==> config.mk <==
export PLATFORM = sky130hd
export DESIGN_NAME = ssr_status
export DESIGN_NICKNAME = d
export VERILOG_FILES = /design/src/logic/ssr_pkg.sv /design/src/logic/ssr_blink.sv /design/src/logic/ssr_status.sv
export SDC_FILE = /design/constraint.sdc
export NUM_CORES = 1
export LEC_CHECK = 0
export ABC_AREA = 1
export BUFFER_PORTS_ARGS = -buffer_cell sky130_fd_sc_hd__buf_2
export CAP_MARGIN = 15
export CELL_PAD_IN_SITES_DETAIL_PLACEMENT = 0
export CELL_PAD_IN_SITES_GLOBAL_PLACEMENT = 1
export CORE_MARGIN = 3
export CORE_UTILIZATION = 43
export DETAILED_ROUTE_END_ITERATION = 8
export HOLD_SLACK_MARGIN = 0.06
export PLACE_DENSITY = 0.89
export SYNTH_ARGS = -nofsm -noshare
export SYNTH_HDL_FRONTEND = slang
export SYNTH_SLANG_ARGS = --single-unit
==> constraint.sdc <==
create_clock -name i_clk_sys -period 11.4 [get_ports i_clk_sys]
set_clock_uncertainty 0.1 [all_clocks]
set_input_delay 2.28 -clock i_clk_sys [delete_from_list [all_inputs] [get_ports i_clk_sys]]
set_output_delay 2.28 -clock i_clk_sys [all_outputs]
set_load 0.01 [all_outputs]
==> src/logic/ssr_pkg.sv <==
package ssr_pkg;

  // ---------------------------------------------------------------------
  // Status summary byte bit positions
  // ---------------------------------------------------------------------
  localparam int BYTE_DEV = 1;
  localparam int BYTE_ERRQ = 2;
  localparam int BYTE_QUES = 3;
  localparam int BYTE_MSG = 4;
  localparam int BYTE_STD = 5;
  localparam int BYTE_REQ = 6;
  localparam int BYTE_OPER = 7;

  // ---------------------------------------------------------------------
  // Device condition status bit positions
  // ---------------------------------------------------------------------
  localparam int DEV_SUM = 0;
  localparam int DEV_NOMEAS = 1;
  localparam int DEV_ERRRES = 2;
  localparam int DEV_WARN = 3;
  localparam int DEV_CRIT = 4;
  localparam int DEV_PLL = 8;

  // ---------------------------------------------------------------------
  // Reset values and write masks
  // ---------------------------------------------------------------------
  localparam logic [7:0] SRE_RST = 8'h00;
  localparam logic [7:0] SRE_WMASK = 8'hBF; // The summary bit never enables.
  localparam logic [7:0] ESE_RST = 8'h00;
  localparam logic [7:0] ESR_RST = 8'h00;
  localparam logic [7:0] BYTE_RST = 8'h00;
  localparam logic [15:0] DEV_RST = 16'h0000;
  localparam logic [15:0] DEV_ENA_RST = 16'h0000;

  // ---------------------------------------------------------------------
  // Indicator blink timing
  // ---------------------------------------------------------------------
  localparam int CLK_HZ = 40_000_000;
  localparam int SLOW_HALF_MS = 500;
  localparam int FAST_HALF_MS = 125;
  localparam int SLOW_HALF_CYC = CLK_HZ / 1000 * SLOW_HALF_MS;
  localparam int FAST_HALF_CYC = CLK_HZ / 1000 * FAST_HALF_MS;
  localparam int BLINK_CNT_W = 25;

  // ---------------------------------------------------------------------
  // Host status commands
  // ---------------------------------------------------------------------
  typedef enum logic [3:0] {
    SSR_RD_BYTE,
    SSR_WR_SRE,
    SSR_RD_SRE,
    SSR_WR_ESE,
    SSR_RD_ESE,
    SSR_RD_ESR,
    SSR_RD_DEV_COND,
    SSR_RD_DEV_EVT,
    SSR_WR_DEV_ENA,
    SSR_RD_DEV_ENA
  } ssr_cmd_t;

endpackage : ssr_pkg

==> src/logic/ssr_blink.sv <==
module ssr_blink #(
  parameter int SLOW_HALF = ssr_pkg::SLOW_HALF_CYC,
  parameter int FAST_HALF = ssr_pkg::FAST_HALF_CYC
) (
  input wire logic i_clk_sys,
  input wire logic i_rst,
  input wire logic i_warn,
  input wire logic i_crit,
  output logic o_led_red
);

  logic [ssr_pkg::BLINK_CNT_W-1:0] cnt;
  logic [ssr_pkg::BLINK_CNT_W-1:0] next_cnt;
  logic [ssr_pkg::BLINK_CNT_W-1:0] reload;
  logic phase;
  logic next_phase;
  logic tick;

  // ---------------------------------------------------------------------
  // Half-period divider
  // ---------------------------------------------------------------------
  // Critical wins over warning so the more urgent rate is always shown.
  always_comb begin
    if (i_crit) begin
      reload = ssr_pkg::BLINK_CNT_W'(FAST_HALF - 1); // RULE_12
    end else begin
      reload = ssr_pkg::BLINK_CNT_W'(SLOW_HALF - 1); // RULE_11
    end
    tick = (cnt == '0);
    next_cnt = tick ? reload : cnt - 1'b1;
    if (!(i_warn || i_crit)) begin
      next_phase = 1'b0;
      next_cnt = reload;
    end else if (tick) begin
      next_phase = ~phase;
    end else begin
      next_phase = phase;
    end
  end

  // Registers only; the led is dark while no static error is present.
  always_ff @(posedge i_clk_sys or posedge i_rst) begin
    if (i_rst) begin
      cnt <= '0;
      phase <= 1'b0;
    end else begin
      cnt <= next_cnt;
      phase <= next_phase;
    end
  end

  assign o_led_red = phase;
endmodule : ssr_blink

==> src/logic/ssr_status.sv <==
// Behaviour
// (RULE_01) Byte bit 1: enabled device status events.
// (RULE_02) Byte bit 2: error queue not empty.
// (RULE_03) Byte bit 3: enabled questionable event summary.
// (RULE_04) Byte bit 4: response message waiting.
// (RULE_05) Byte bit 5: enabled standard event summary.
// (RULE_06) Byte bit 6: any enabled byte bit.
// (RULE_07) Byte bit 7: enabled operation event summary.
// (RULE_08) Host writes and reads request enable.
// (RULE_09) Device bit 0 ORs static errors 1-4.
// (RULE_10) Device bits 1, 2: no measurement, doubtful.
// (RULE_11) Device bit 3 warning: slow red blink.
// (RULE_12) Device bit 4 critical: fast red blink.
// (RULE_13) Device bit 8: reference loop locked.
// (RULE_14) Host writes and reads event enable mask.
// (RULE_15) Events latch until read, read clears.
// (RULE_16) Request output follows master summary bit.
module ssr_status #(
  parameter int SLOW_HALF = ssr_pkg::SLOW_HALF_CYC,
  parameter int FAST_HALF = ssr_pkg::FAST_HALF_CYC
) (
  input wire logic i_clk_sys,
  input wire logic i_rst,
  input wire logic i_cmd_valid,
  input wire ssr_pkg::ssr_cmd_t i_cmd_code,
  input wire logic [15:0] i_cmd_data,
  input wire logic i_errq_not_empty,
  input wire logic i_errq_push,
  input wire logic i_msg_available,
  input wire logic [15:0] i_ques_event,
  input wire logic [15:0] i_ques_enable,
  input wire logic [15:0] i_oper_event,
  input wire logic [15:0] i_oper_enable,
  input wire logic [7:0] i_std_event_set,
  input wire logic i_meas_impossible,
  input wire logic i_result_doubtful,
  input wire logic i_static_warn,
  input wire logic i_static_crit,
  input wire logic i_pll_locked,
  output logic o_rsp_valid,
  output logic [15:0] o_rsp_data,
  output logic o_srq,
  output logic o_srq_pulse,
  output logic o_led_red
);

  logic [7:0] status_summary_byte;
  logic [7:0] next_byte;
  logic [15:0] device_condition_status;
  logic [15:0] next_dev;
  logic [15:0] dev_prev;
  logic [15:0] dev_event;
  logic [15:0] next_dev_event;
  logic [15:0] dev_enable;
  logic [15:0] next_dev_enable;
  logic [7:0] request_enable;
  logic [7:0] next_sre;
  logic [7:0] event_enable;
  logic [7:0] next_ese;
  logic [7:0] std_event;
  logic [7:0] next_esr;
  logic pll_meta;
  logic pll_sync;
  logic next_srq_pulse;
  logic next_rsp_valid;
  logic [15:0] next_rsp_data;
  logic cmd_ok;

  // Any bit of an event vector that is also enabled.
  function automatic logic ssr_any(input logic [15:0] ev,
                                   input logic [15:0] en);
    ssr_any = |(ev & en);
  endfunction : ssr_any

  // ---------------------------------------------------------------------
  // Lock input synchroniser
  // ---------------------------------------------------------------------
  // The loop lock comes from the analog reference and is asynchronous.
  always_ff @(posedge i_clk_sys or posedge i_rst) begin
    if (i_rst) begin
      pll_meta <= 1'b0;
      pll_sync <= 1'b0;
    end else begin
      pll_meta <= i_pll_locked;
      pll_sync <= pll_meta;
    end
  end

  // ---------------------------------------------------------------------
  // Device condition and event registers
  // ---------------------------------------------------------------------
  // Conditions follow their sources; events catch rising conditions and
  // hold them until the event query, where a new rise beats the clear.
  always_comb begin
    next_dev = '0;
    next_dev[ssr_pkg::DEV_NOMEAS] = i_meas_impossible; // RULE_10
    next_dev[ssr_pkg::DEV_ERRRES] = i_result_doubtful; // RULE_10
    next_dev[ssr_pkg::DEV_WARN] = i_static_warn; // RULE_11
    next_dev[ssr_pkg::DEV_CRIT] = i_static_crit; // RULE_12
    next_dev[ssr_pkg::DEV_SUM] = i_meas_impossible | i_result_doubtful |
      i_static_warn | i_static_crit; // RULE_09
    next_dev[ssr_pkg::DEV_PLL] = pll_sync; // RULE_13
    next_dev_event = dev_event;
    if (cmd_ok && i_cmd_code == ssr_pkg::SSR_RD_DEV_EVT) begin
      next_dev_event = '0; // RULE_15
    end
    next_dev_event = next_dev_event |
      (device_condition_status & ~dev_prev); // RULE_15
  end

  always_ff @(posedge i_clk_sys or posedge i_rst) begin
    if (i_rst) begin
      device_condition_status <= ssr_pkg::DEV_RST;
      dev_prev <= ssr_pkg::DEV_RST;
      dev_event <= ssr_pkg::DEV_RST;
    end else begin
      device_condition_status <= next_dev;
      dev_prev <= device_condition_status;
      dev_event <= next_dev_event;
    end
  end

  // ---------------------------------------------------------------------
  // Enable registers and standard event latch
  // ---------------------------------------------------------------------
  assign cmd_ok = i_cmd_valid;

  always_comb begin
    next_sre = request_enable;
    next_ese = event_enable;
    next_dev_enable = dev_enable;
    next_esr = std_event;
    if (cmd_ok) begin
      unique case (i_cmd_code)
        ssr_pkg::SSR_WR_SRE: begin
          next_sre = i_cmd_data[7:0] & ssr_pkg::SRE_WMASK; // RULE_08
        end
        ssr_pkg::SSR_WR_ESE: next_ese = i_cmd_data[7:0]; // RULE_14
        ssr_pkg::SSR_WR_DEV_ENA: next_dev_enable = i_cmd_data; // RULE_01
        ssr_pkg::SSR_RD_ESR: next_esr = '0; // RULE_15
        default: next_esr = std_event;
      endcase
    end
    // A standard event arriving with the query is kept, not lost.
    next_esr = next_esr | i_std_event_set; // RULE_15
  end

  always_ff @(posedge i_clk_sys or posedge i_rst) begin
    if (i_rst) begin
      request_enable <= ssr_pkg::SRE_RST;
      event_enable <= ssr_pkg::ESE_RST;
      dev_enable <= ssr_pkg::DEV_ENA_RST;
      std_event <= ssr_pkg::ESR_RST;
    end else begin
      request_enable <= next_sre;
      event_enable <= next_ese;
      dev_enable <= next_dev_enable;
      std_event <= next_esr;
    end
  end

  // ---------------------------------------------------------------------
  // Status summary byte and service request
  // ---------------------------------------------------------------------
  // The byte is registered, so every summary lags its cause by one cycle.
  always_comb begin
    next_byte = '0;
    next_byte[ssr_pkg::BYTE_DEV] = ssr_any(dev_event, dev_enable); // RULE_01
    next_byte[ssr_pkg::BYTE_ERRQ] = i_errq_not_empty; // RULE_02
    next_byte[ssr_pkg::BYTE_QUES] =
      ssr_any(i_ques_event, i_ques_enable); // RULE_03
    next_byte[ssr_pkg::BYTE_MSG] = i_msg_available; // RULE_04
    next_byte[ssr_pkg::BYTE_STD] = |(std_event & event_enable); // RULE_05
    next_byte[ssr_pkg::BYTE_OPER] =
      ssr_any(i_oper_event, i_oper_enable); // RULE_07
    next_byte[ssr_pkg::BYTE_REQ] = |(next_byte & request_enable); // RULE_06
    // A fresh error entry requests service even if the bit already stood.
    next_srq_pulse = (next_byte[ssr_pkg::BYTE_REQ] &
      ~status_summary_byte[ssr_pkg::BYTE_REQ]) |
      (i_errq_push & request_enable[ssr_pkg::BYTE_ERRQ]); // RULE_02
  end

  always_ff @(posedge i_clk_sys or posedge i_rst) begin
    if (i_rst) begin
      status_summary_byte <= ssr_pkg::BYTE_RST;
      o_srq_pulse <= 1'b0;
    end else begin
      status_summary_byte <= next_byte;
      o_srq_pulse <= next_srq_pulse;
    end
  end

  assign o_srq = status_summary_byte[ssr_pkg::BYTE_REQ]; // RULE_16

  // ---------------------------------------------------------------------
  // Query responses
  // ---------------------------------------------------------------------
  // Reads answer one cycle after the command; writes give no answer.
  always_comb begin
    next_rsp_valid = 1'b0;
    next_rsp_data = o_rsp_data;
    if (cmd_ok) begin
      next_rsp_valid = 1'b1;
      unique case (i_cmd_code)
        ssr_pkg::SSR_RD_BYTE: next_rsp_data = {8'h00, status_summary_byte};
        ssr_pkg::SSR_RD_SRE: next_rsp_data = {8'h00, request_enable};
        ssr_pkg::SSR_RD_ESE: next_rsp_data = {8'h00, event_enable};
        ssr_pkg::SSR_RD_ESR: next_rsp_data = {8'h00, std_event};
        ssr_pkg::SSR_RD_DEV_COND: next_rsp_data = device_condition_status;
        ssr_pkg::SSR_RD_DEV_EVT: next_rsp_data = dev_event;
        ssr_pkg::SSR_RD_DEV_ENA: next_rsp_data = dev_enable;
        default: next_rsp_valid = 1'b0;
      endcase
    end
  end

  always_ff @(posedge i_clk_sys or posedge i_rst) begin
    if (i_rst) begin
      o_rsp_valid <= 1'b0;
      o_rsp_data <= '0;
    end else begin
      o_rsp_valid <= next_rsp_valid;
      o_rsp_data <= next_rsp_data;
    end
  end

  // ---------------------------------------------------------------------
  // Status indicator
  // ---------------------------------------------------------------------
  ssr_blink #(
    .SLOW_HALF(SLOW_HALF),
    .FAST_HALF(FAST_HALF)
  ) u_blink (
    .i_clk_sys(i_clk_sys),
    .i_rst(i_rst),
    .i_warn(device_condition_status[ssr_pkg::DEV_WARN]),
    .i_crit(device_condition_status[ssr_pkg::DEV_CRIT]),
    .o_led_red(o_led_red)
  );
endmodule : ssr_status

==> impl_metrics.json <==
{
  "status": "complete, no violations",
  "hold_class": "flip-flop to flip-flop",
  "cp_cell_sequence": "buf_2, inv_1, nor2_2, nand2_1, nor2_1, o21bai_1",
  "synth_cells": 638,
  "synthArstFlopShare_pct": 100.0,
  "yosysWarnings": 0,
  "yosysUniqueCellTypes": 37,
  "power.density_mw_per_mm2": 151.4,
  "post_cts_resized": 0,
  "r2r_cells": 11,
  "crit_type": "input pin to flip-flop",
  "yosysSeqAreaShare_pct": 51.96,
  "area_growth_pct": 20.17,
  "crit_family": "simple AND/OR/NAND/NOR gates",
  "multiInputGateArea_mm2": 0.002232,
  "peakVddDrop_mv": 0.1014,
  "fin_ws_ns": 7.633,
  "setup_violations": 0,
  "finalCritPeriodShare_pct": 33.04,
  "nFillCells": 1126,
  "fp.dieW_um": 117.0,
  "numPortBuffers": 122,
  "synth_area_mm2": 0.005298,
  "layout_common_cells": "nand2_1, buf_2, dfrtp_1, nor2_1, inv_1",
  "seq_area_mm2": 0.002753,
  "n_antenna_cell": 0,
  "final_cells": 910,
  "reg2reg_from": "u_blink.cnt[0]",
  "rrSetupSlack_ns": 9.41,
  "drc_errors": 0,
  "ys.flop_type": "dfrtp_1",
  "path_clk_slew_ns": 0.08,
  "grt_pass1_vias": 4217,
  "cpPeakStageDelay_ns": 0.50,
  "tightest_slew_ns": 0.7942,
  "cts-htree-levels": 3,
  "cts_sinks": 110,
  "num_rows": 39,
  "grt_antenna_before_repair": 0,
  "cts_tree": "built",
  "ys_ff_latch": 110,
  "final_layout_size_suffix_gt1_share_pct": 24.51,
  "min_from": "pll_meta",
  "cts_root_buffer": "clkbuf_16",
  "wire_per_inst_um": 14.59,
  "post_cts_buffers": 0,
  "gr-total-overflow": 0,
  "final_nets": 866,
  "first_pass_iters": 5,
  "cp_data_arrival_time_ns": 3.88,
  "max_freq_mhz": 265.5,
  "clkLatencyLatePin_ns": 0.35,
  "max_slew_margin_pct": 47.05,
  "grt_max_degree": 65,
  "grt_pass1_wl_um": 20980,
  "end_kind": "flip-flop",
  "final_common_cell": "nand2_1",
  "dp_hpwl_um": 10180,
  "slew_viol_final": 0,
  "hold_viol": 0,
  "met3_length_um": 571,
  "m1WireLength_um": 6303,
  "dr.first_iter.drc_count": 251,
  "p_leak_nw": 3.418,
  "placed_cells": 894,
  "wl_met2_um": 6252,
  "setup_total_negative_slack_ns": 0,
  "via_per_inst": 4.897,
  "whs_endpoint": "pll_sync",
  "grtUsageTotal_pct": 19.66,
  "drtAntennaViolNets": 0,
  "numCtsBuffers": 9,
  "synth_fp_nets": 742,
  "cp.buffers_inverters": 2,
  "hold_depth": 0,
  "startpoint_type": "input pin",
  "avgSynthCellArea_um2": 8.303,
  "critPathMaxFanout": 15,
  "fin_total_pwr_uw": 964.0,
  "die_area_mm2": 0.01369,
  "core_area_mm2": 0.01171,
  "synth-edff-count": 0,
  "ctsHoldBuffers": 0,
  "period_minus_slack_ns": 3.767,
  "top_layer": "met4",
  "clk_path_buf_depth": 2,
  "crit_path_top_delay_cell": "nor2_1",
  "die_y_um": 117.0,
  "r2r_end": "u_blink.cnt[18]",
  "cp.required_ns": 11.51,
  "pre_cts_ws_ns": 7.323,
  "place_congestion": 0.8720,
  "ios": 123,
  "grt_setup_unrepaired": "no",
  "dr_total_vias": 4456,
  "cap_violations": 0,
  "routed_wl_um": 13280,
  "start_util_pct": 45.24
}
## per-stage QoR
step                area [um^2]  hold slack [ns]  util [%]
finish                     6366           0.2678     54.36
global route               6366           0.2678     54.36
CTS                        6366           0.2675     54.36
detailed placement         6030           0.2411     51.49
global placement           6030           0.2370     51.49
floorplan                  5298           0.2312         -
## logic make-up after synthesis
logic type	count (synthesis)	share of synthesized area (%)
buffers and inverters	74	5.904
adders and majority gates	1	0.2361
AOI/OAI and AO/OA	68	7.156
muxes	8	1.701
xor gates and xnor gates	16	2.645
DFF	110	51.96
and+or+nand+nor	361	30.40
## how the worst max path moves through the flow
stage / startpoint / endpoint / slack (ns) / cells after the start
after CTS: i_cmd_code[2] / std_event[7] / 7.70 / 6
after global placement: i_cmd_code[2] / std_event[4] / 7.47 / 6
after detailed placement: i_cmd_code[2] / std_event[7] / 7.32 / 6
after floorplan: i_rst / dev_enable[0] / 6.12 / 1
final: i_cmd_code[2] / std_event[7] / 7.63 / 6
after global routing: i_cmd_code[2] / std_event[7] / 7.50 / 6
## layout make-up
type	instances	area share (%)
Sequential cell	110	43.24
Multi-Input combinational cell	454	35.06
Timing Repair Buffer	123	9.709
Inverter	64	3.892
Clock buffer	9	3.538
Tap cell	143	2.811
Clock inverter	7	1.749
## synth_stat cells (2+ instances only)
| cell | n | share of area (%) |
|---|---|---|
| or2_2 | 4 | 0.47 |
| buf_2 | 3 | 0.28 |
| nor2_4 | 3 | 0.64 |
| nor3_1 | 4 | 0.38 |
| clkbuf_1 | 3 | 0.21 |
| nand2_1 | 211 | 15 |
| nor2_8 | 4 | 1.5 |
| a21oi_1 | 4 | 0.38 |
| o21bai_1 | 8 | 1.1 |
| nand2_2 | 4 | 0.47 |
| nor2_1 | 65 | 4.6 |
| nand3_1 | 37 | 3.5 |
| o22ai_1 | 2 | 0.24 |
| buf_6 | 3 | 0.64 |
| nor2_2 | 13 | 1.5 |
| dfrtp_1 | 110 | 52 |
| nand4_1 | 8 | 0.94 |
| inv_1 | 58 | 4.1 |
| o21ai_2 | 4 | 0.66 |
| inv_2 | 4 | 0.28 |
| o21ai_0 | 45 | 4.3 |
| mux2_2 | 8 | 1.7 |
| xor2_1 | 12 | 2.0 |
| xnor2_1 | 4 | 0.66 |
| nand2_4 | 2 | 0.43 |
| o21ai_1 | 4 | 0.38 |
## registers in the layout (all words and copies together), names as in the netlist
register,cells
dev_enable,16
dev_event,6
dev_prev,6
device_condition_status,6
event_enable,8
o_rsp_data,16
o_rsp_valid,1
o_srq_pulse,1
pll_meta,1
pll_sync,1
request_enable,7
status_summary_byte,7
std_event,8
u_blink.cnt,25
u_blink.o_led_red,1
## routing by layer
layer	GRT usage, %	vias up
met3	2.828	10
met2	29.88	106
li1	-	2261
met4	5.734	0
met1	29.44	2079
met5	0	-
## where the power goes
| group | internal (mW) | switching (mW) |
|---|---|---|
| sequential | 0.435 | 0.0353 |
| combinational | 0.0581 | 0.0811 |
| clock | 0.199 | 0.155 |
Power figures use the tool's default switching activity.
